`src/rtl/epi_pkg.sv`:
```
`default_nettype none
package epi_pkg;
  localparam int NPINS = 8;
  localparam int ADDR_W = 8;
  localparam logic [7:0] OFS_SENSE_LO = 8'h00;
  localparam logic [7:0] OFS_SENSE_HI = 8'h04;
  localparam logic [7:0] OFS_MASK     = 8'h08;
  localparam logic [7:0] OFS_PEND     = 8'h0c;
  localparam logic [7:0] OFS_CTRL     = 8'h10;
  localparam logic [7:0] RST_SENSE_LO = 8'h00;
  localparam logic [7:0] RST_SENSE_HI = 8'h00;
  localparam logic [7:0] RST_MASK     = 8'h00;
  localparam logic [7:0] RST_PEND     = 8'h00;
  localparam logic       RST_GIE      = 1'b0;
  localparam int CTRL_GIE_BIT = 0;
  localparam int ASYNC_PINS = 4;

  typedef enum logic [1:0] {
    SENSE_LOW  = 2'b00,
    SENSE_ANY  = 2'b01,
    SENSE_FALL = 2'b10,
    SENSE_RISE = 2'b11
  } epi_sense_t;

  typedef enum logic [2:0] {
    WK_IDLE = 3'b001,
    WK_ONE  = 3'b010,
    WK_DONE = 3'b100
  } epi_wake_t;

  typedef struct packed {
    logic              psel;
    logic              penable;
    logic              pwrite;
    logic [ADDR_W-1:0] paddr;
    logic [31:0]       pwdata;
  } epi_apb_req_t;
endpackage
`default_nettype wire

```
`src/rtl/epi_pin_irq.sv`:
```
// The register addresses and register access over APB were chosen for this implementation.
`default_nettype none
// Operation
// - pins raise interrupts regardless of their direction, allowing software interrupts.
// - an enabled low-level pin requests the interrupt for as long as it stays low, except while power_down is high.
// - pins 4-7 edges need the gated clock; levels and pins 0-3 edges do not.
// - power-down wake from level needs two low watchdog samples.
// - wake still happens if the level vanishes afterwards, but then no interrupt.
// - pins 0-3 sense codes: low, reserved, falling edge, rising edge.
// - pins 4-7 sense codes: low, any change, falling edge, rising edge.
// - all pins are sampled first; pulses over one clock are caught.
// - a pin interrupt needs both its mask bit and the global enable.
// - changing a sense field while enabled may give a spurious request.
// - a detected edge or change sets the pin flag and requests its vector.
// - flag clears on vector acknowledge or on writing one; zero is ignored.
// - a pin in level mode always reads its flag as zero.
// - sleeping with pins 0-3 disabled turns their input buffers off.
// - legacy mode locks the low-group sense register at its low-level reset.
module epi_pin_irq #(
  parameter int NPINS = epi_pkg::NPINS
) (
  input  wire logic                 pclk,
  input  wire logic                 presetn,
  input  wire logic                 clk_en,
  input  wire epi_pkg::epi_apb_req_t apb_req,
  output logic [31:0]               prdata,
  output logic                      pready,
  output logic                      pslverr,
  input  wire logic [NPINS-1:0]     irq_pins,
  input  wire logic [NPINS-1:0]     irq_ack,
  input  wire logic                 sleep_active,
  input  wire logic                 power_down,
  input  wire logic                 wdt_tick,
  input  wire logic                 legacy_mode,
  output logic [NPINS-1:0]          irq_req,
  output logic                      irq,
  output logic [epi_pkg::ASYNC_PINS-1:0] buf_en,
  output logic                      wake_req
);
  import epi_pkg::*;

  logic [7:0]       sense_lo_reg;
  logic [7:0]       sense_hi_reg;
  logic [NPINS-1:0] mask_reg;
  logic [NPINS-1:0] pend_reg;
  logic             gie_reg;
  logic [31:0]      prdata_reg;
  logic [NPINS-1:0] pin_s1_reg;
  logic [NPINS-1:0] pin_s2_reg;
  logic [NPINS-1:0] hist_reg;
  logic [1:0]       legacy_sync_reg;
  epi_wake_t        wk_reg;
  epi_wake_t        wk_next;

  // bus decode
  wire        setup_ph  = apb_req.psel & ~apb_req.penable;
  wire        access_ph = apb_req.psel & apb_req.penable & clk_en;
  wire        wr_en     = access_ph & apb_req.pwrite;
  wire        legacy    = legacy_sync_reg[1];
  wire        hit_lo    = apb_req.paddr == OFS_SENSE_LO;
  wire        hit_hi    = apb_req.paddr == OFS_SENSE_HI;
  wire        hit_mask  = apb_req.paddr == OFS_MASK;
  wire        hit_pend  = apb_req.paddr == OFS_PEND;
  wire        hit_ctrl  = apb_req.paddr == OFS_CTRL;
  wire        hit_any   = hit_lo | hit_hi | hit_mask | hit_pend | hit_ctrl;
  wire        wr_lo     = wr_en & hit_lo & ~legacy;
  wire        wr_hi     = wr_en & hit_hi;
  wire        wr_mask   = wr_en & hit_mask;
  wire        wr_pend   = wr_en & hit_pend;
  wire        wr_ctrl   = wr_en & hit_ctrl;
  wire [15:0] sense_all = {sense_hi_reg, legacy ? RST_SENSE_LO : sense_lo_reg};
  wire [NPINS-1:0] w1c  = wr_pend ? apb_req.pwdata[NPINS-1:0] : '0;

  wire [31:0] rd_mux =
      hit_lo   ? {24'h000000, legacy ? 8'h00 : sense_lo_reg} :
      hit_hi   ? {24'h000000, sense_hi_reg} :
      hit_mask ? {24'h000000, mask_reg} :
      hit_pend ? {24'h000000, pend_reg} :
      hit_ctrl ? {31'h00000000, gie_reg} : 32'h00000000;

  // stalling the bus keeps writes from being lost while the clock is frozen
  assign pready  = clk_en;
  assign pslverr = access_ph & ~hit_any;
  assign prdata  = prdata_reg;

  logic [NPINS-1:0] cur;
  logic [NPINS-1:0] ev_set;
  logic [NPINS-1:0] lvl_mode;
  logic [NPINS-1:0] lvl_low;
  logic [NPINS-1:0] upd_en;
  logic [NPINS-1:0] pend_next;
  logic [NPINS-1:0] hist_next;
  wire  [NPINS-1:0] pin_en = mask_reg & {NPINS{gie_reg}};

  genvar i;
  generate
    for (i = 0; i < NPINS; i++) begin : g_pin
      wire [1:0] sense = sense_all[2*i +: 2];
      wire       fall  = hist_reg[i] & ~cur[i];
      wire       rise  = ~hist_reg[i] & cur[i];
      if (i < ASYNC_PINS) begin : g_async
        // buffer off reads low, which can itself look like an edge
        assign buf_en[i] = ~(sleep_active & ~pin_en[i]);
        assign cur[i]    = buf_en[i] & pin_s2_reg[i];
        // runs without the gated clock so it can wake from sleep
        assign upd_en[i] = 1'b1;
        assign ev_set[i] = (sense == SENSE_FALL) ? fall :
                           (sense == SENSE_RISE) ? rise : 1'b0;
      end else begin : g_sync
        assign cur[i]    = pin_s2_reg[i];
        assign upd_en[i] = clk_en;
        // compares successive samples, so one-clock pulses suffice
        assign ev_set[i] = clk_en & (
                           (sense == SENSE_ANY)  ? (fall | rise) :
                           (sense == SENSE_FALL) ? fall :
                           (sense == SENSE_RISE) ? rise : 1'b0);
      end
      assign lvl_mode[i] = sense == SENSE_LOW;
      assign lvl_low[i]  = lvl_mode[i] & ~cur[i];
      // history is kept across sense changes, hence possible spurious edges
      assign hist_next[i] = upd_en[i] ? cur[i] : hist_reg[i];
      // set beats clear in the same cycle
      // high group flags hold still while the clock is stopped
      assign pend_next[i] = lvl_mode[i] ? 1'b0 :
                            ev_set[i] ? 1'b1 :
                            ~upd_en[i] ? pend_reg[i] :
                            (pend_reg[i] & ~w1c[i] & ~irq_ack[i]);
      // level request is live; no flag, so a vanished level gives none
      assign irq_req[i] = pin_en[i] & (pend_reg[i] | (lvl_low[i] & ~power_down));
    end
  endgenerate

  assign irq = |irq_req;

  // pins sampled as inputs whatever their direction
  always_ff @(posedge pclk or negedge presetn) begin
    if (!presetn) begin
      // idle-high reset matches the history, so no false edge after reset
      pin_s1_reg      <= '1;
      pin_s2_reg      <= '1;
      legacy_sync_reg <= 2'b00;
    end else begin
      pin_s1_reg      <= irq_pins;
      pin_s2_reg      <= pin_s1_reg;
      legacy_sync_reg <= {legacy_sync_reg[0], legacy_mode};
    end
  end

  always_ff @(posedge pclk or negedge presetn) begin
    if (!presetn) begin
      hist_reg <= '1;
      pend_reg <= RST_PEND;
    end else begin
      hist_reg <= hist_next;
      pend_reg <= pend_next;
    end
  end

  always_ff @(posedge pclk or negedge presetn) begin
    if (!presetn) begin
      sense_lo_reg <= RST_SENSE_LO;
      sense_hi_reg <= RST_SENSE_HI;
      mask_reg     <= RST_MASK;
      gie_reg      <= RST_GIE;
      prdata_reg   <= 32'h00000000;
    end else if (clk_en) begin
      if (wr_lo) sense_lo_reg <= apb_req.pwdata[7:0];
      if (wr_hi) sense_hi_reg <= apb_req.pwdata[7:0];
      if (wr_mask) mask_reg <= apb_req.pwdata[NPINS-1:0];
      if (wr_ctrl) gie_reg <= apb_req.pwdata[CTRL_GIE_BIT];
      if (setup_ph) prdata_reg <= rd_mux;
    end
  end

  // level wake: two consecutive watchdog samples must see an armed low pin
  wire lvl_wake_src = power_down & |(lvl_low & pin_en);
  always_comb begin
    wk_next = wk_reg;
    unique case (wk_reg)
      WK_IDLE: if (wdt_tick && lvl_wake_src) wk_next = WK_ONE;
      WK_ONE:  if (wdt_tick) wk_next = lvl_wake_src ? WK_DONE : WK_IDLE;
      WK_DONE: if (!power_down) wk_next = WK_IDLE;
      default: wk_next = WK_IDLE;
    endcase
    if (!power_down && wk_reg != WK_DONE) wk_next = WK_IDLE;
  end

  always_ff @(posedge pclk or negedge presetn) begin
    if (!presetn) wk_reg <= WK_IDLE;
    else          wk_reg <= wk_next;
  end

  assign wake_req = (wk_reg == WK_DONE) | (sleep_active & |(pend_reg[ASYNC_PINS-1:0] & pin_en[ASYNC_PINS-1:0]));

  a_level_flag_zero: assert property (@(posedge pclk) disable iff (!presetn)
    clk_en |=> ((pend_reg & $past(lvl_mode)) == '0))
    else $error("flag set while pin in level mode");

  a_level_req_held: assert property (@(posedge pclk) disable iff (!presetn)
    (gie_reg && mask_reg[5] && lvl_low[5] && !power_down) [*2] |-> irq)
    else $error("level request dropped while pin low");

  a_both_enables: assert property (@(posedge pclk) disable iff (!presetn)
    irq |-> (gie_reg && (mask_reg != '0)))
    else $error("interrupt without enables");

  a_fall_sets_flag: assert property (@(posedge pclk) disable iff (!presetn)
    (sense_all[1:0] == SENSE_FALL && hist_reg[0] && !cur[0]) |=> pend_reg[0])
    else $error("falling edge on pin 0 missed");

  a_reserved_quiet: assert property (@(posedge pclk) disable iff (!presetn)
    (sense_all[1:0] == SENSE_ANY && !pend_reg[0]) |=> !pend_reg[0])
    else $error("reserved code set pin 0 flag");

  a_any_change_hi: assert property (@(posedge pclk) disable iff (!presetn)
    (clk_en && sense_all[9:8] == SENSE_ANY && hist_reg[4] != cur[4]) |=> pend_reg[4])
    else $error("change on pin 4 missed");

  a_w1c_clears: assert property (@(posedge pclk) disable iff (!presetn)
    (wr_pend && apb_req.pwdata[1] && !ev_set[1]) |=> !pend_reg[1])
    else $error("write one did not clear flag");

  a_ack_clears: assert property (@(posedge pclk) disable iff (!presetn)
    (irq_ack[6] && !ev_set[6] && clk_en) |=> !pend_reg[6])
    else $error("acknowledge did not clear flag");

  a_legacy_locked: assert property (@(posedge pclk) disable iff (!presetn)
    (legacy && wr_en && hit_lo) |=> $stable(sense_lo_reg))
    else $error("low sense register written in legacy mode");

  a_hi_frozen: assert property (@(posedge pclk) disable iff (!presetn)
    (!clk_en) |=> $stable(pend_reg[NPINS-1:ASYNC_PINS]))
    else $error("high group flags moved without clock");

  a_wake_two: assert property (@(posedge pclk) disable iff (!presetn)
    (wk_reg == WK_ONE && wdt_tick && lvl_wake_src) |=> wake_req [*2])
    else $error("wake not raised after two samples");

  a_buf_off: assert property (@(posedge pclk) disable iff (!presetn)
    (sleep_active && !pin_en[0]) |-> !buf_en[0] ##1 (!sleep_active || !pin_en[0] || buf_en[0]))
    else $error("pin 0 buffer on in sleep while disabled");

  a_irq_is_or: assert property (@(posedge pclk) disable iff (!presetn)
    irq == |irq_req)
    else $error("irq differs from request vector");

  a_req_needs_gie: assert property (@(posedge pclk) disable iff (!presetn)
    (irq_req != '0) |-> gie_reg)
    else $error("request without global enable");

  a_req_needs_mask: assert property (@(posedge pclk) disable iff (!presetn)
    (irq_req & ~mask_reg) == '0)
    else $error("request on masked pin");

  a_pend_raises: assert property (@(posedge pclk) disable iff (!presetn)
    ((pin_en & pend_reg) != '0) |-> irq)
    else $error("enabled flag without interrupt");

  a_req_flag_hi: assert property (@(posedge pclk) disable iff (!presetn)
    (pin_en[7] && pend_reg[7]) |-> irq_req[7])
    else $error("pin 7 flag gave no request");

  a_level_low_req: assert property (@(posedge pclk) disable iff (!presetn)
    (pin_en[4] && lvl_low[4] && !power_down) |-> irq_req[4])
    else $error("low level on pin 4 gave no request");

  a_rise_sets_flag: assert property (@(posedge pclk) disable iff (!presetn)
    (sense_all[3:2] == SENSE_RISE && !hist_reg[1] && cur[1]) |=> pend_reg[1])
    else $error("rising edge on pin 1 missed");

  a_fall_hi_flag: assert property (@(posedge pclk) disable iff (!presetn)
    (clk_en && sense_all[11:10] == SENSE_FALL && hist_reg[5] && !cur[5]) |=> pend_reg[5])
    else $error("falling edge on pin 5 missed");

  a_rise_hi_flag: assert property (@(posedge pclk) disable iff (!presetn)
    (clk_en && sense_all[15:14] == SENSE_RISE && !hist_reg[7] && cur[7]) |=> pend_reg[7])
    else $error("rising edge on pin 7 missed");

  a_reserved_no_req: assert property (@(posedge pclk) disable iff (!presetn)
    (sense_all[5:4] == SENSE_ANY && !pend_reg[2]) |-> !irq_req[2])
    else $error("reserved code requested on pin 2");

  a_level_flag_hi: assert property (@(posedge pclk) disable iff (!presetn)
    (sense_all[13:12] == SENSE_LOW) |=> !pend_reg[6])
    else $error("pin 6 flag set in level mode");

  a_pd_level_quiet: assert property (@(posedge pclk) disable iff (!presetn)
    (power_down && !pend_reg[3]) |-> !irq_req[3])
    else $error("level request during power-down");

  a_zero_write_keeps: assert property (@(posedge pclk) disable iff (!presetn)
    (wr_pend && !apb_req.pwdata[2] && pend_reg[2] && !irq_ack[2] && !lvl_mode[2]) |=> pend_reg[2])
    else $error("writing zero cleared a flag");

  a_ack_async_clear: assert property (@(posedge pclk) disable iff (!presetn)
    (irq_ack[0] && !ev_set[0]) |=> !pend_reg[0])
    else $error("acknowledge did not clear pin 0 flag");

  a_sync_first: assert property (@(posedge pclk) disable iff (!presetn)
    presetn |=> pin_s1_reg == $past(irq_pins))
    else $error("pin not sampled");

  a_sync_chain: assert property (@(posedge pclk) disable iff (!presetn)
    presetn |=> pin_s2_reg == $past(pin_s1_reg))
    else $error("second sample stage broken");

  a_hi_hist_frozen: assert property (@(posedge pclk) disable iff (!presetn)
    (!clk_en) |=> $stable(hist_reg[NPINS-1:ASYNC_PINS]))
    else $error("high group history moved without clock");

  a_hi_no_event: assert property (@(posedge pclk) disable iff (!presetn)
    (!clk_en) |-> (ev_set[NPINS-1:ASYNC_PINS] == '0))
    else $error("high group event without clock");

  a_lo_runs_free: assert property (@(posedge pclk) disable iff (!presetn)
    (!clk_en && sense_all[1:0] == SENSE_FALL && hist_reg[0] && !cur[0]) |=> pend_reg[0])
    else $error("pin 0 edge lost while clock stopped");

  a_wake_first: assert property (@(posedge pclk) disable iff (!presetn)
    (wk_reg == WK_IDLE && wdt_tick && lvl_wake_src) |=> wk_reg == WK_ONE)
    else $error("first wake sample not taken");

  a_wake_no_src: assert property (@(posedge pclk) disable iff (!presetn)
    (wk_reg == WK_IDLE && !lvl_wake_src) |=> wk_reg == WK_IDLE)
    else $error("wake sampling without source");

  a_wake_drop: assert property (@(posedge pclk) disable iff (!presetn)
    (wk_reg == WK_ONE && wdt_tick && !lvl_wake_src) |=> wk_reg == WK_IDLE)
    else $error("wake kept after failed sample");

  a_wake_onehot: assert property (@(posedge pclk) disable iff (!presetn)
    $onehot(wk_reg))
    else $error("wake state not one-hot");

  a_wake_leaves: assert property (@(posedge pclk) disable iff (!presetn)
    (wk_reg == WK_DONE && !power_down) |=> wk_reg == WK_IDLE)
    else $error("wake state kept after power-down");

  a_edge_wake: assert property (@(posedge pclk) disable iff (!presetn)
    (sleep_active && pend_reg[0] && pin_en[0]) |-> wake_req)
    else $error("edge flag did not wake");

  a_buf_awake: assert property (@(posedge pclk) disable iff (!presetn)
    (!sleep_active) |-> (buf_en == '1))
    else $error("buffer off while awake");

  a_buf_enabled: assert property (@(posedge pclk) disable iff (!presetn)
    (sleep_active && pin_en[1]) |-> buf_en[1])
    else $error("enabled pin 1 buffer off in sleep");

  a_legacy_reads_zero: assert property (@(posedge pclk) disable iff (!presetn)
    (legacy && setup_ph && clk_en && hit_lo) |=> (prdata == 32'h00000000))
    else $error("low sense register readable in legacy mode");

  a_mask_write: assert property (@(posedge pclk) disable iff (!presetn)
    wr_mask |=> mask_reg == $past(apb_req.pwdata[NPINS-1:0]))
    else $error("mask write lost");

  a_gie_write: assert property (@(posedge pclk) disable iff (!presetn)
    wr_ctrl |=> gie_reg == $past(apb_req.pwdata[CTRL_GIE_BIT]))
    else $error("global enable write lost");

  a_sense_hi_write: assert property (@(posedge pclk) disable iff (!presetn)
    wr_hi |=> sense_hi_reg == $past(apb_req.pwdata[7:0]))
    else $error("high sense write lost");
endmodule
`default_nettype wire

```
`config.mk`:
```
export PLATFORM = sky130hd
export DESIGN_NAME = epi_pin_irq
export DESIGN_NICKNAME = d
export VERILOG_FILES = /design/src/rtl/epi_pkg.sv /design/src/rtl/epi_pin_irq.sv
export SDC_FILE = /design/constraint.sdc
export NUM_CORES = 1
export LEC_CHECK = 0
export ABC_AREA = 1
export CORE_UTILIZATION = 60
export CTS_CLUSTER_SIZE = 10
export DETAILED_ROUTE_END_ITERATION = 10
export DONT_BUFFER_PORTS = 1
export GPL_ROUTABILITY_DRIVEN = 0
export HOLD_SLACK_MARGIN = 0.02
export PLACE_DENSITY = 0.83
export SETUP_SLACK_MARGIN = 0.4
export SLEW_MARGIN = 20
export SYNTH_ARGS = -nofsm -noshare
export SYNTH_HDL_FRONTEND = slang
export SYNTH_SLANG_ARGS = --single-unit
```
`constraint.sdc`:
```
create_clock -name pclk -period 1.8 [get_ports pclk]
set_input_delay 0.18 -clock pclk [delete_from_list [all_inputs] [get_ports pclk]]
set_output_delay 0.18 -clock pclk [all_outputs]
set_load 0.01 [all_outputs]
```
-- Word-level counts from Yosys, hierarchy flattened
Index checks and enable logic that the tools add are counted.
- bits in registers: 94
- input bits: 66
- equality and inequality tests: 31
- mux-type cells: 53
- bitwise logic cells: 145
- reduce and logical (&&, ||, !) cells: 25
- operators with widths (kind ; number):
    1-bit AND ; 81
    8-bit 2-to-1 mux ; 6
    1-bit NOT ; 44
    1-bit 2-to-1 mux ; 41
    2-bit == test, second input constant ; 16
    1-bit OR ; 17
    8-bit AND ; 2
    8-bit by 4-bit == test with 1-bit output, second input constant ; 2
    2-bit zero test ; 8
    8-bit OR reduction ; 2
    3-bit 2-to-1 mux ; 5
    3-bit != test, second input constant ; 4
    3-bit nonzero test ; 4
    2-bit AND reduction ; 5
    3-bit one-hot mux with 3 select lines ; 1
    2-bit by 1-bit == test with 1-bit output, second input constant ; 4
    8-bit by 3-bit == test with 1-bit output, second input constant ; 1
    8-bit by 5-bit == test with 1-bit output, second input constant ; 1
    8-bit zero test ; 1
    4-bit AND ; 1
    4-bit OR reduction ; 1
    3-bit by 1-bit == test with 1-bit output, second input constant ; 1
    3-bit by 2-bit == test with 1-bit output, second input constant ; 1
    3-bit == test, second input constant ; 1
    other kinds (3) ; 4

-- Longest topological paths before layout
Gate-level depths: netlist (run 1).
- word-level depth: 14
- depth in mapped cells: 11
- mapped depth without buffers: 10

-- Worst setup path before layout (run 1)
Ideal clock, no wire load.
- path kind: register to output
- start point: register gie_reg
- end point: output irq
- arrival: 1.305 ns
- required time: 1.620 ns
- setup slack: 0.315 ns
- stages on the path, launching flop included: 8
- buffers on the path: 1
- cells stage by stage: dfrtp_1 buf_4 nand2_1 nor2_1 nand2_1 o21ai_0 nor2_1 nand4_1
- word-level cells in the longest chain between the ends: 11
- ends and longest elaborated chain (what ; RTL line ; RTL):
    from (decl) ; epi_pin_irq.sv:46 ; logic gie_reg;
    from (signal assigned) ; epi_pin_irq.sv:170 ; if (wr_ctrl) gie_reg <= apb_req.pwdata[CTRL_GIE_BIT];
    8-bit AND (*) ; epi_pin_irq.sv:93 ; wire [NPINS-1:0] pin_en = mask_reg & {NPINS{gie_reg}};
    1-bit NOT ; epi_pin_irq.sv:103 ; assign buf_en[i] = ~(sleep_active & ~pin_en[i]);
    1-bit AND ; epi_pin_irq.sv:103 ;
    1-bit NOT ; epi_pin_irq.sv:103 ;
    1-bit AND ; epi_pin_irq.sv:104 ; assign cur[i] = buf_en[i] & pin_s2_reg[i];
    1-bit NOT ; epi_pin_irq.sv:119 ; assign lvl_low[i] = lvl_mode[i] & ~cur[i];
    1-bit AND ; epi_pin_irq.sv:119 ;
    1-bit AND ; epi_pin_irq.sv:129 ; assign irq_req[i] = pin_en[i] & (pend_reg[i] | (lvl_low[i] & ~power_down));
    1-bit OR ; epi_pin_irq.sv:129 ;
    1-bit AND (*) ; epi_pin_irq.sv:129 ;
    net irq_req[0] ; epi_pin_irq.sv:35 ; output logic [NPINS-1:0] irq_req,
    8-bit OR reduction (*) ; epi_pin_irq.sv:133 ; assign irq = |irq_req;
    to (decl) ; epi_pin_irq.sv:36 ; output logic irq,
The timed path passes the listed nets; every way through them passes the cells marked *.

-- Worst setup path after layout (run 1)
- start point: register gie_reg
- end point: output irq
- word-level cells in the longest chain between the ends: 11
- ends and longest elaborated chain (what ; RTL line):
    8-bit AND (*) ; epi_pin_irq.sv:93
    1-bit NOT ; epi_pin_irq.sv:103
    1-bit AND ; epi_pin_irq.sv:103
    1-bit NOT ; epi_pin_irq.sv:103
    1-bit AND ; epi_pin_irq.sv:104
    1-bit NOT ; epi_pin_irq.sv:119
    1-bit AND ; epi_pin_irq.sv:119
    1-bit AND ; epi_pin_irq.sv:129
    1-bit OR ; epi_pin_irq.sv:129
    1-bit AND ; epi_pin_irq.sv:129
    8-bit OR reduction (*) ; epi_pin_irq.sv:133
Mark *: on every way between the ends. The rest lies on a longest branch, timed or not.

==> results of run 1 <==
metrics by stage:
step                      utilization  worst slack, ns  setup TNS, ns  hold WS, ns  cells
after floorplan                     -           0.4144              0      -0.1156    508
after global placement         0.6219           0.1886              0      -0.1141    560
after detailed placement       0.6219           0.1070              0      -0.1135    560
after CTS                      0.6993         -0.01330       -0.01330      -0.4951    599
after global routing           0.7630          -0.1917        -0.3186      -0.5259    608
final                          0.7630          -0.1504        -0.2133      -0.5229    608
per-layer routing:
metal / vias to the layer above / wire [um] / GRT usage / part of all wire
li1: 1600 / - / - / -
met3: 91 / 1263 / 0.06362 / 0.11
met1: 1817 / 4342 / 0.3797 / 0.36
met2: 331 / 5514 / 0.4471 / 0.46
met5: - / 0 / 0 / 0
met4: 0 / 849 / 0.1787 / 0.071
timing repair:
action	in CTS	in global routing
pin swaps	13	30
hold buffers	16	1
gates resized for setup	39	90
cloned	0	0
setup endpoints to repair	21	21
setup buffers	7	8
endpoints found under the hold margin	92	72
worst max-delay path, delay by kind of cell, from the launching register on:
family          cells  cell delay, ns
compound gates      1            0.10
flops               1            0.47
simple gates        5            0.69
buf+inv             1            0.16
worst paths after layout:
kind                                      end  depth (start not counted)           from  slack [ns]
worst max-delay path                      irq                          7        gie_reg       -0.15
worst min-delay path                wk_reg[2]                          0        presetn       -0.52
worst max register to register      wk_reg[0]                         11        gie_reg        0.12
worst min register to register  pin_s2_reg[6]                          0  pin_s1_reg[6]        0.35
max in group asynchronous         hist_reg[7]                          0        presetn        2.09
min in group pclk                   wk_reg[2]                          2     power_down        0.02
synthesized netlist by cell type, drive strengths merged:
cell	instances
dfstp	25
nand2	136
clkbuf	3
conb	1
clkinv	1
nand4	10
o21a	1
nor4	1
nor3	4
a21oi	25
a21boi	1
buf	31
inv	57
nand3b	4
ha	8
a31oi	1
o21ai	64
nand3	28
nor2	39
dfrtp	45
power groups by stage:
stage | clock network, mW | logic [mW] | registers [mW]
after floorplan | 0 | 0.179 | 1.68
after global placement | 0 | 0.153 | 1.68
after detailed placement | 0 | 0.158 | 1.69
after CTS | 1.20 | 0.205 | 1.66
after global routing | 1.30 | 0.289 | 1.67
final | 1.23 | 0.268 | 1.67
logic make-up (layout without fill, tap and decap cells):
family          Yosys count  count (layout)  synth area share
buf+inv                  92             115            0.1201
simple gates            222             222            0.2609
flops                    70              70            0.4517
other cells               1              24         0.0009500
fa+ha+maj                 8               8           0.02536
compound gates           92              92            0.1410
area by class of cell:
cell class                      instances  share of cell area
Timing Repair Buffer                   41             0.08239
Sequential cell                        70              0.3683
Tap cell                               77             0.01989
Clock buffer                           15             0.03642
Multi-Input combinational cell        346              0.4455
Inverter                               58             0.04649
Clock inverter                          1            0.001033
==> impl_metrics.env, run 1 <==
export IMPL_status="finished, violations left"
export IMPL_violations="negative hold slack, negative setup slack"
export IMPL_internal_power_mw=2.353
export IMPL_ys_top_cells_by_area="dfrtp_1 29%, dfstp_2 17%, nand2_1 12%, buf_4 5.3%, o21ai_2 5.3%"
export IMPL_fmax_mhz=512.7
export IMPL_ys_seq_area_frac=0.4517
export IMPL_power_mw=3.170
export IMPL_cellPowerDensity_nw_per_um2=654.3
export IMPL_whs_ns=-0.5229
export IMPL_nets=600
export IMPL_crit_required_ns=1.62
export IMPL_overflow=0
export IMPL_cp_slowest_stage_delay_ns=0.47
export IMPL_die_area_um2=6907
export IMPL_drv_cap=0
export IMPL_critical_path_arrival_ns=1.77
export IMPL_leakage_nw=2.356
export IMPL_swShare=0.2576
export IMPL_synth_area_leader_cell="dfrtp_1"
export IMPL_finalHoldViolCount=70
export IMPL_routed_wl_um=11970
export IMPL_yosysUniqueCellTypes=33
export IMPL_p_comb_frac=0.084
export IMPL_first_pass_iters=7
export IMPL_post_route_cell_area_um2=4845
export IMPL_h_tree_depth=3
export IMPL_die_w_um=83.11
export IMPL_grt_max_degree=71
export IMPL_cts_root_buf="clkbuf_8"
export IMPL_hpwl_um=6445
export IMPL_multiInputGateArea_um2=2158
export IMPL_detail_route_wl_per_cell_um=19.69
export IMPL_rsz0062_at_grt="true"
export IMPL_ys_ff_latch=70
export IMPL_p_seq_frac=0.526
export IMPL_final_max_slew_violation_count=0
export IMPL_placed_cell_area_um2=3949
export IMPL_end_kind="output pin"
export IMPL_clk_pin_slew_ns=0.10
export IMPL_start_kind="register"
export IMPL_p_switching_mw=0.8166
export IMPL_drtIter0Drc=548
export IMPL_ioPinCount=114
export IMPL_drc=0
export IMPL_hold_class="primary input to async pin"
export IMPL_ant_nets=0
export IMPL_cts_sinks=70
export IMPL_fin_crit_ns=1.950
export IMPL_cp_max_fo=5
export IMPL_insertion_delay_ns=0.38
export IMPL_start_util=0.6217
export IMPL_diodes=0
export IMPL_grt_pass1_vias=3176
export IMPL_avgViaCountPerCell=6.314
export IMPL_yosysWarnings=0
export IMPL_timing_final_crit_share=1.084
export IMPL_synthToLayoutAreaGrowth_pct=22.73
export IMPL_setup_viol=2
export IMPL_grt_total_usage=0.2918
export IMPL_final_layout_size_suffix_gt1_frac=0.3465
export IMPL_fp_dieH_um=83.11
export IMPL_final_cell_mix="105 x nand2_1, 44 x inv_1, 44 x dfrtp_1, 31 x o21ai_2, 29 x nor2_1"
export IMPL_nFillCells=368
export IMPL_syn_inst=485
export IMPL_antenna_found_initial=0
export IMPL_cp_cell_sequence="buf_6 -> nand2_2 -> nor2_1 -> nand2_1 -> o21ai_2 -> nor2_2 -> nand4_1"
export IMPL_vias=3839
export IMPL_synth_area_um2=3948
export IMPL_relSlewSlack=0.6682
export IMPL_numPortBuffers=0
export IMPL_power_share_clock=0.389
export IMPL_cts_tree="yes"
export IMPL_fp_coreArea_um2=6350
export IMPL_crit_slowest_cell="dfrtp_2"
export IMPL_peakVddDrop_mv=0.4482
export IMPL_synth_top_area_share=0.2853
export IMPL_synth_avg_cell_area_um2=8.139
export IMPL_worst_slack_ns=-0.1504
export IMPL_final_seq_area_um2=1784
export IMPL_fin_worst_skew_ns=0.02985
export IMPL_worst_slew_pin_transition_ns=0.4961
export IMPL_row_count=29
export IMPL_grt_pass1_wl_um=15610
export IMPL_final_common_cell="nand2_1"
export IMPL_cts_buffers=9
export IMPL_crit_type="register to output pin"
export IMPL_cts_buffer_depth=2
(Power assumes the default switching activity.)
==> inputs of run 2 (changes only) <==
Settings changed: CORE_MARGIN from default to 2.
==> impl_metrics.env, run 2 (same netlist as run 1, synthesis figures left out) <==
export IMPL_cts_sinks=70
export IMPL_hold_class="primary input to async pin"
export IMPL_numPortBuffers=0
export IMPL_grt_max_degree=71
export IMPL_grt_pass1_wl_um=15860
export IMPL_cts_hold_buf=15
export IMPL_fin_worst_skew_ns=0.006534
export IMPL_placed_cells=559
export IMPL_drc=0
export IMPL_crit_type="register to output pin"
export IMPL_die_w_um=85.11
export IMPL_detail_route_wl_per_cell_um=17.39
export IMPL_cp_max_fo=4
export IMPL_finalHoldViolCount=70
export IMPL_placed_cell_area_um2=3941
export IMPL_reg2reg_depth=14
export IMPL_drtIter0Drc=417
export IMPL_rsz0062_at_grt="true"
export IMPL_die_area_um2=7244
export IMPL_final_layout_size_suffix_gt1_frac=0.3489
export IMPL_overflow=0
export IMPL_final_cell_mix="111 x nand2_1, 44 x inv_1, 43 x dfrtp_1, 31 x nor2_1, 31 x o21ai_2"
export IMPL_end_kind="output pin"
export IMPL_antenna_found_initial=0
export IMPL_insertion_delay_ns=0.36
export IMPL_routed_wl_um=10660
export IMPL_drv_cap=0
export IMPL_cts_root_buf="clkbuf_8"
export IMPL_r2r_end="wk_reg[2]"
export IMPL_fmax_mhz=514.2
export IMPL_start_util=0.6217
export IMPL_final_cells=613
export IMPL_hpwl_um=6620
export IMPL_grt_pass1_vias=3320
export IMPL_r2r_start="gie_reg"
export IMPL_setup_tns_final_ns=-0.1448
export IMPL_synthToLayoutAreaGrowth_pct=23.14
export IMPL_grt_total_usage=0.2823
export IMPL_final_common_cell="nand2_1"
export IMPL_post_route_cell_area_um2=4861
export IMPL_fp_coreArea_um2=6350
export IMPL_worst_slew_pin_transition_ns=0.5480
export IMPL_final_max_slew_violation_count=0
export IMPL_timing_final_crit_share=1.080
export IMPL_fp_dieH_um=85.11
export IMPL_violations="negative hold slack, negative setup slack"
export IMPL_leakage_nw=2.323
export IMPL_critical_path_arrival_ns=1.76
export IMPL_ioPinCount=114
export IMPL_peakVddDrop_mv=0.4451
export IMPL_diodes=0
export IMPL_row_count=29
export IMPL_status="finished, violations left"
export IMPL_clk_pin_slew_ns=0.08
export IMPL_cts_buffers=9
export IMPL_whs_ns=-0.4940
export IMPL_setup_viol=1
export IMPL_worst_slack_ns=-0.1448
export IMPL_ant_nets=0
export IMPL_h_tree_depth=3
export IMPL_crit_required_ns=1.62
export IMPL_nets=605
export IMPL_relSlewSlack=0.6335
export IMPL_avgViaCountPerCell=5.886
export IMPL_cellPowerDensity_nw_per_um2=723.6
export IMPL_fin_crit_ns=1.945
export IMPL_vias=3608
export IMPL_cts_tree="yes"
export IMPL_first_pass_iters=6
export IMPL_start_kind="register"
export IMPL_cts_buffer_depth=2
export IMPL_reg2reg_slack_ns=0.11
-- run 2: changes by cell type in the layout (fill, tap and decap cells not counted), sizes merged --
| cell | previous run | this run |
|---|---|---|
| buf | 24 | 31 |
| bufinv | 0 | 3 |
| clkbuf | 15 | 11 |
| clkinv | 2 | 1 |
| clkinvlp | 0 | 2 |
| dlygate4sd3 | 17 | 15 |
-- run 2: final cells by class --
class,count,area [um^2]
clock inverter,5,105.1
inverter,58,225.2
tap,77,96.34
clock buffer,11,151.4
timing repair buffer,46,416.7
sequential,70,1785
multi-input combinational,346,2081
fill,376,1489
-- run 2: repair_timing --
| action | in CTS | in global routing |
|---|---|---|
| pin swaps | 14 | 22 |
| gates resized for setup | 43 | 59 |
| endpoints found under the setup margin | 32 | 25 |
| endpoints found under the hold margin | 92 | 70 |
| setup buffers | 13 | 10 |
-- run 2: worst max-delay path, cell delays in order (launching register included) --
cell and delay (ns):
dfrtp_2 0.44, buf_6 0.14, nand2_2 0.06, inv_2 0.04
nand3_2 0.07, nor2_1 0.05, a21oi_1 0.18, inv_1 0.12
nor2_1 0.12, nand4_1 0.17
-- run 2: where the power goes --
group          internal [mW]  total, mW  leakage, nW  switching, mW
combinational         0.0973      0.250         1.32          0.153
sequential              1.64       1.66        0.883         0.0287
clock                  0.995       1.60        0.122          0.608
-- run 2: stage by stage --
stage	setup WS (ns)	util	total power, mW
finish	-0.1448	0.7655	3.517
global route	-0.2588	0.7655	3.627
CTS	-0.02037	0.7190	3.466
detailed placement	0.1606	0.6207	1.844
global placement	0.1858	0.6207	1.835
floorplan	0.4144	-	1.857
-- run 2: worst max-delay path by stage --
stage,slack (ns),to,cells after the start,startpoint
final,-0.14,irq,9,gie_reg
after global placement,0.19,irq,6,gie_reg
after global routing,-0.26,irq,9,gie_reg
after floorplan,0.41,irq,9,gie_reg
after detailed placement,0.16,wk_reg[2],10,gie_reg
after CTS,-0.02,irq,9,gie_reg
-- run 2: routing by layer --
layer / share of wire / routed length, um / GRT usage
met5: 0 / 0 / 0
met4: 0.050 / 537 / 0.1457
met3: 0.088 / 937 / 0.06615
met2: 0.48 / 5132 / 0.4510
met1: 0.38 / 4053 / 0.3590
==> inputs of run 3 (changes only) <==
Settings changed: BUFFER_PORTS_ARGS from default to -buffer_cell sky130_fd_sc_hd__buf_2, CORE_UTILIZATION 60 to 52, DONT_BUFFER_PORTS 1 to default, PLACE_DENSITY 0.83 to 0.87.
==> impl_metrics.env, run 3 (same netlist as run 1, synthesis figures left out) <==
export IMPL_relSlewSlack=0.6460
export IMPL_vias=3986
export IMPL_critical_path_arrival_ns=1.94
export IMPL_grt_total_usage=0.2529
export IMPL_timing_final_crit_share=1.177
export IMPL_row_count=31
export IMPL_grt_pass1_wl_um=16620
export IMPL_worst_slew_pin_transition_ns=0.5310
export IMPL_cts_buffer_depth=2
export IMPL_final_max_slew_violation_count=0
export IMPL_nFillCells=495
export IMPL_drc=0
export IMPL_power_mw=3.175
export IMPL_crit_required_ns=1.62
export IMPL_die_w_um=91.13
export IMPL_h_tree_depth=3
export IMPL_drv_cap=0
export IMPL_pre_cts_slack_ns=0.1338
export IMPL_start_kind="register"
export IMPL_fp_coreArea_um2=7292
export IMPL_cts_buffers=9
export IMPL_end_kind="output pin"
export IMPL_diodes=0
export IMPL_clk_pin_slew_ns=0.08
export IMPL_synthToLayoutAreaGrowth_pct=28.84
export IMPL_die_area_um2=8305
export IMPL_routed_wl_um=11580
export IMPL_overflow=0
export IMPL_nets=665
export IMPL_hold_class="primary input to register"
export IMPL_grt_pass1_vias=3586
export IMPL_final_cell_mix="114 x nand2_1, 59 x buf_2, 44 x dfrtp_1, 41 x inv_1, 31 x nor2_1"
export IMPL_crit_type="register to output pin"
export IMPL_drtIter0Drc=608
export IMPL_worst_slack_ns=-0.3182
export IMPL_start_util=0.5414
export IMPL_setup_viol=4
export IMPL_cellPowerDensity_nw_per_um2=624.3
export IMPL_post_route_cell_area_um2=5086
export IMPL_cts_tree="yes"
export IMPL_fp_dieH_um=91.13
export IMPL_avgViaCountPerCell=5.735
export IMPL_violations="negative setup slack"
export IMPL_final_common_cell="nand2_1"
export IMPL_cts_root_buf="clkbuf_8"
export IMPL_antenna_found_initial=0
export IMPL_first_pass_iters=6
export IMPL_fin_worst_skew_ns=0.01094
export IMPL_hpwl_um=7134
export IMPL_cp_max_fo=4
export IMPL_rsz0062_at_grt="true"
export IMPL_ant_nets=0
export IMPL_numPortBuffers=65
export IMPL_fmax_mhz=472.1
export IMPL_finalHoldViolCount=0
export IMPL_status="finished, violations left"
export IMPL_insertion_delay_ns=0.36
export IMPL_ioPinCount=114
export IMPL_cts_sinks=70
export IMPL_final_layout_size_suffix_gt1_frac=0.4128
export IMPL_grt_max_degree=28
export IMPL_peakVddDrop_mv=0.3531
export IMPL_leakage_nw=2.581
export IMPL_placed_cell_area_um2=4319
export IMPL_fin_crit_ns=2.118
export IMPL_detail_route_wl_per_cell_um=16.66
[run 3: changes by cell type in the layout (fill, tap and decap cells not counted), sizes merged]
| cell | before | now |
|---|---|---|
| clkinvlp | 2 | 3 |
| dlygate4sd3 | 15 | 10 |
| clkbuf | 11 | 10 |
| clkinv | 1 | 4 |
| bufinv | 3 | 0 |
| buf | 31 | 96 |
[run 3: cell type report]
class	count	area [um^2]	area share
inverter	58	227.7	0.04477
clock buffer	10	137.6	0.02706
tap	99	123.9	0.02435
sequential	70	1784	0.3508
timing repair buffer	106	759.5	0.1493
multi-input combinational	346	2016	0.3963
clock inverter	6	37.54	0.007380
[run 3: timing repair]
action / 4_1_cts / 5_1_grt
gates cloned: 0 / 0
gates resized for setup: 42 / 53
endpoints found under the setup margin: 31 / 22
hold buffers: 10 / 0
pin swaps: 12 / 29
hold endpoints to repair: 20 / 0
setup buffers: 13 / 10
[run 3: path summary, 6_finish.rpt]
check                              start               to  slack, ns  cells past startpoint
max                              gie_reg              irq      -0.32                     10
min                           irq_ack[0]      pend_reg[0]       0.09                      3
max reg2reg                      gie_reg        wk_reg[2]       0.17                     12
min reg2reg                pin_s1_reg[6]    pin_s2_reg[6]       0.35                      0
max in group asynchronous        presetn      hist_reg[3]       0.88                      3
min in group asynchronous        presetn  sense_hi_reg[4]       0.33                      2
[run 3: report_power, final]
group | internal (mW) | total (mW) | switching (mW)
logic | 0.149 | 0.383 | 0.234
registers | 1.64 | 1.66 | 0.0271
clock network | 0.528 | 1.13 | 0.602
total | 2.31 | 3.18 | 0.863
[run 3: metrics by stage]
stage | util | instances | TNS, ns | hold slack (ns)
floorplan | - | 508 | 0 | -0.1156
global placement | 0.5923 | 646 | 0 | 0.1820
detailed placement | 0.5923 | 646 | 0 | 0.1886
CTS | 0.6594 | 685 | -0.06903 | 0.08048
global route | 0.6975 | 695 | -0.7202 | 0.09390
finish | 0.6975 | 695 | -0.4609 | 0.08639
[run 3: routing by layer]
layer  global-route usage  vias to the layer above  share of wire
li1                     -                     1726              -
met1               0.3245                     1820           0.36
met2               0.4191                      346           0.47
met3              0.03320                       94           0.11
met4               0.1301                        0          0.066
met5                    0                        -              0
[run 3: worst max-delay path, cell delays in order (launching register included)]
cell	delay (ns)
dfrtp_2	0.47
buf_6	0.15
nand2_2	0.08
inv_2	0.05
nand3_2	0.07
nor2_1	0.05
a21oi_1	0.17
inv_1	0.08
nor2_1	0.13
nand4_1	0.15
buf_2	0.18
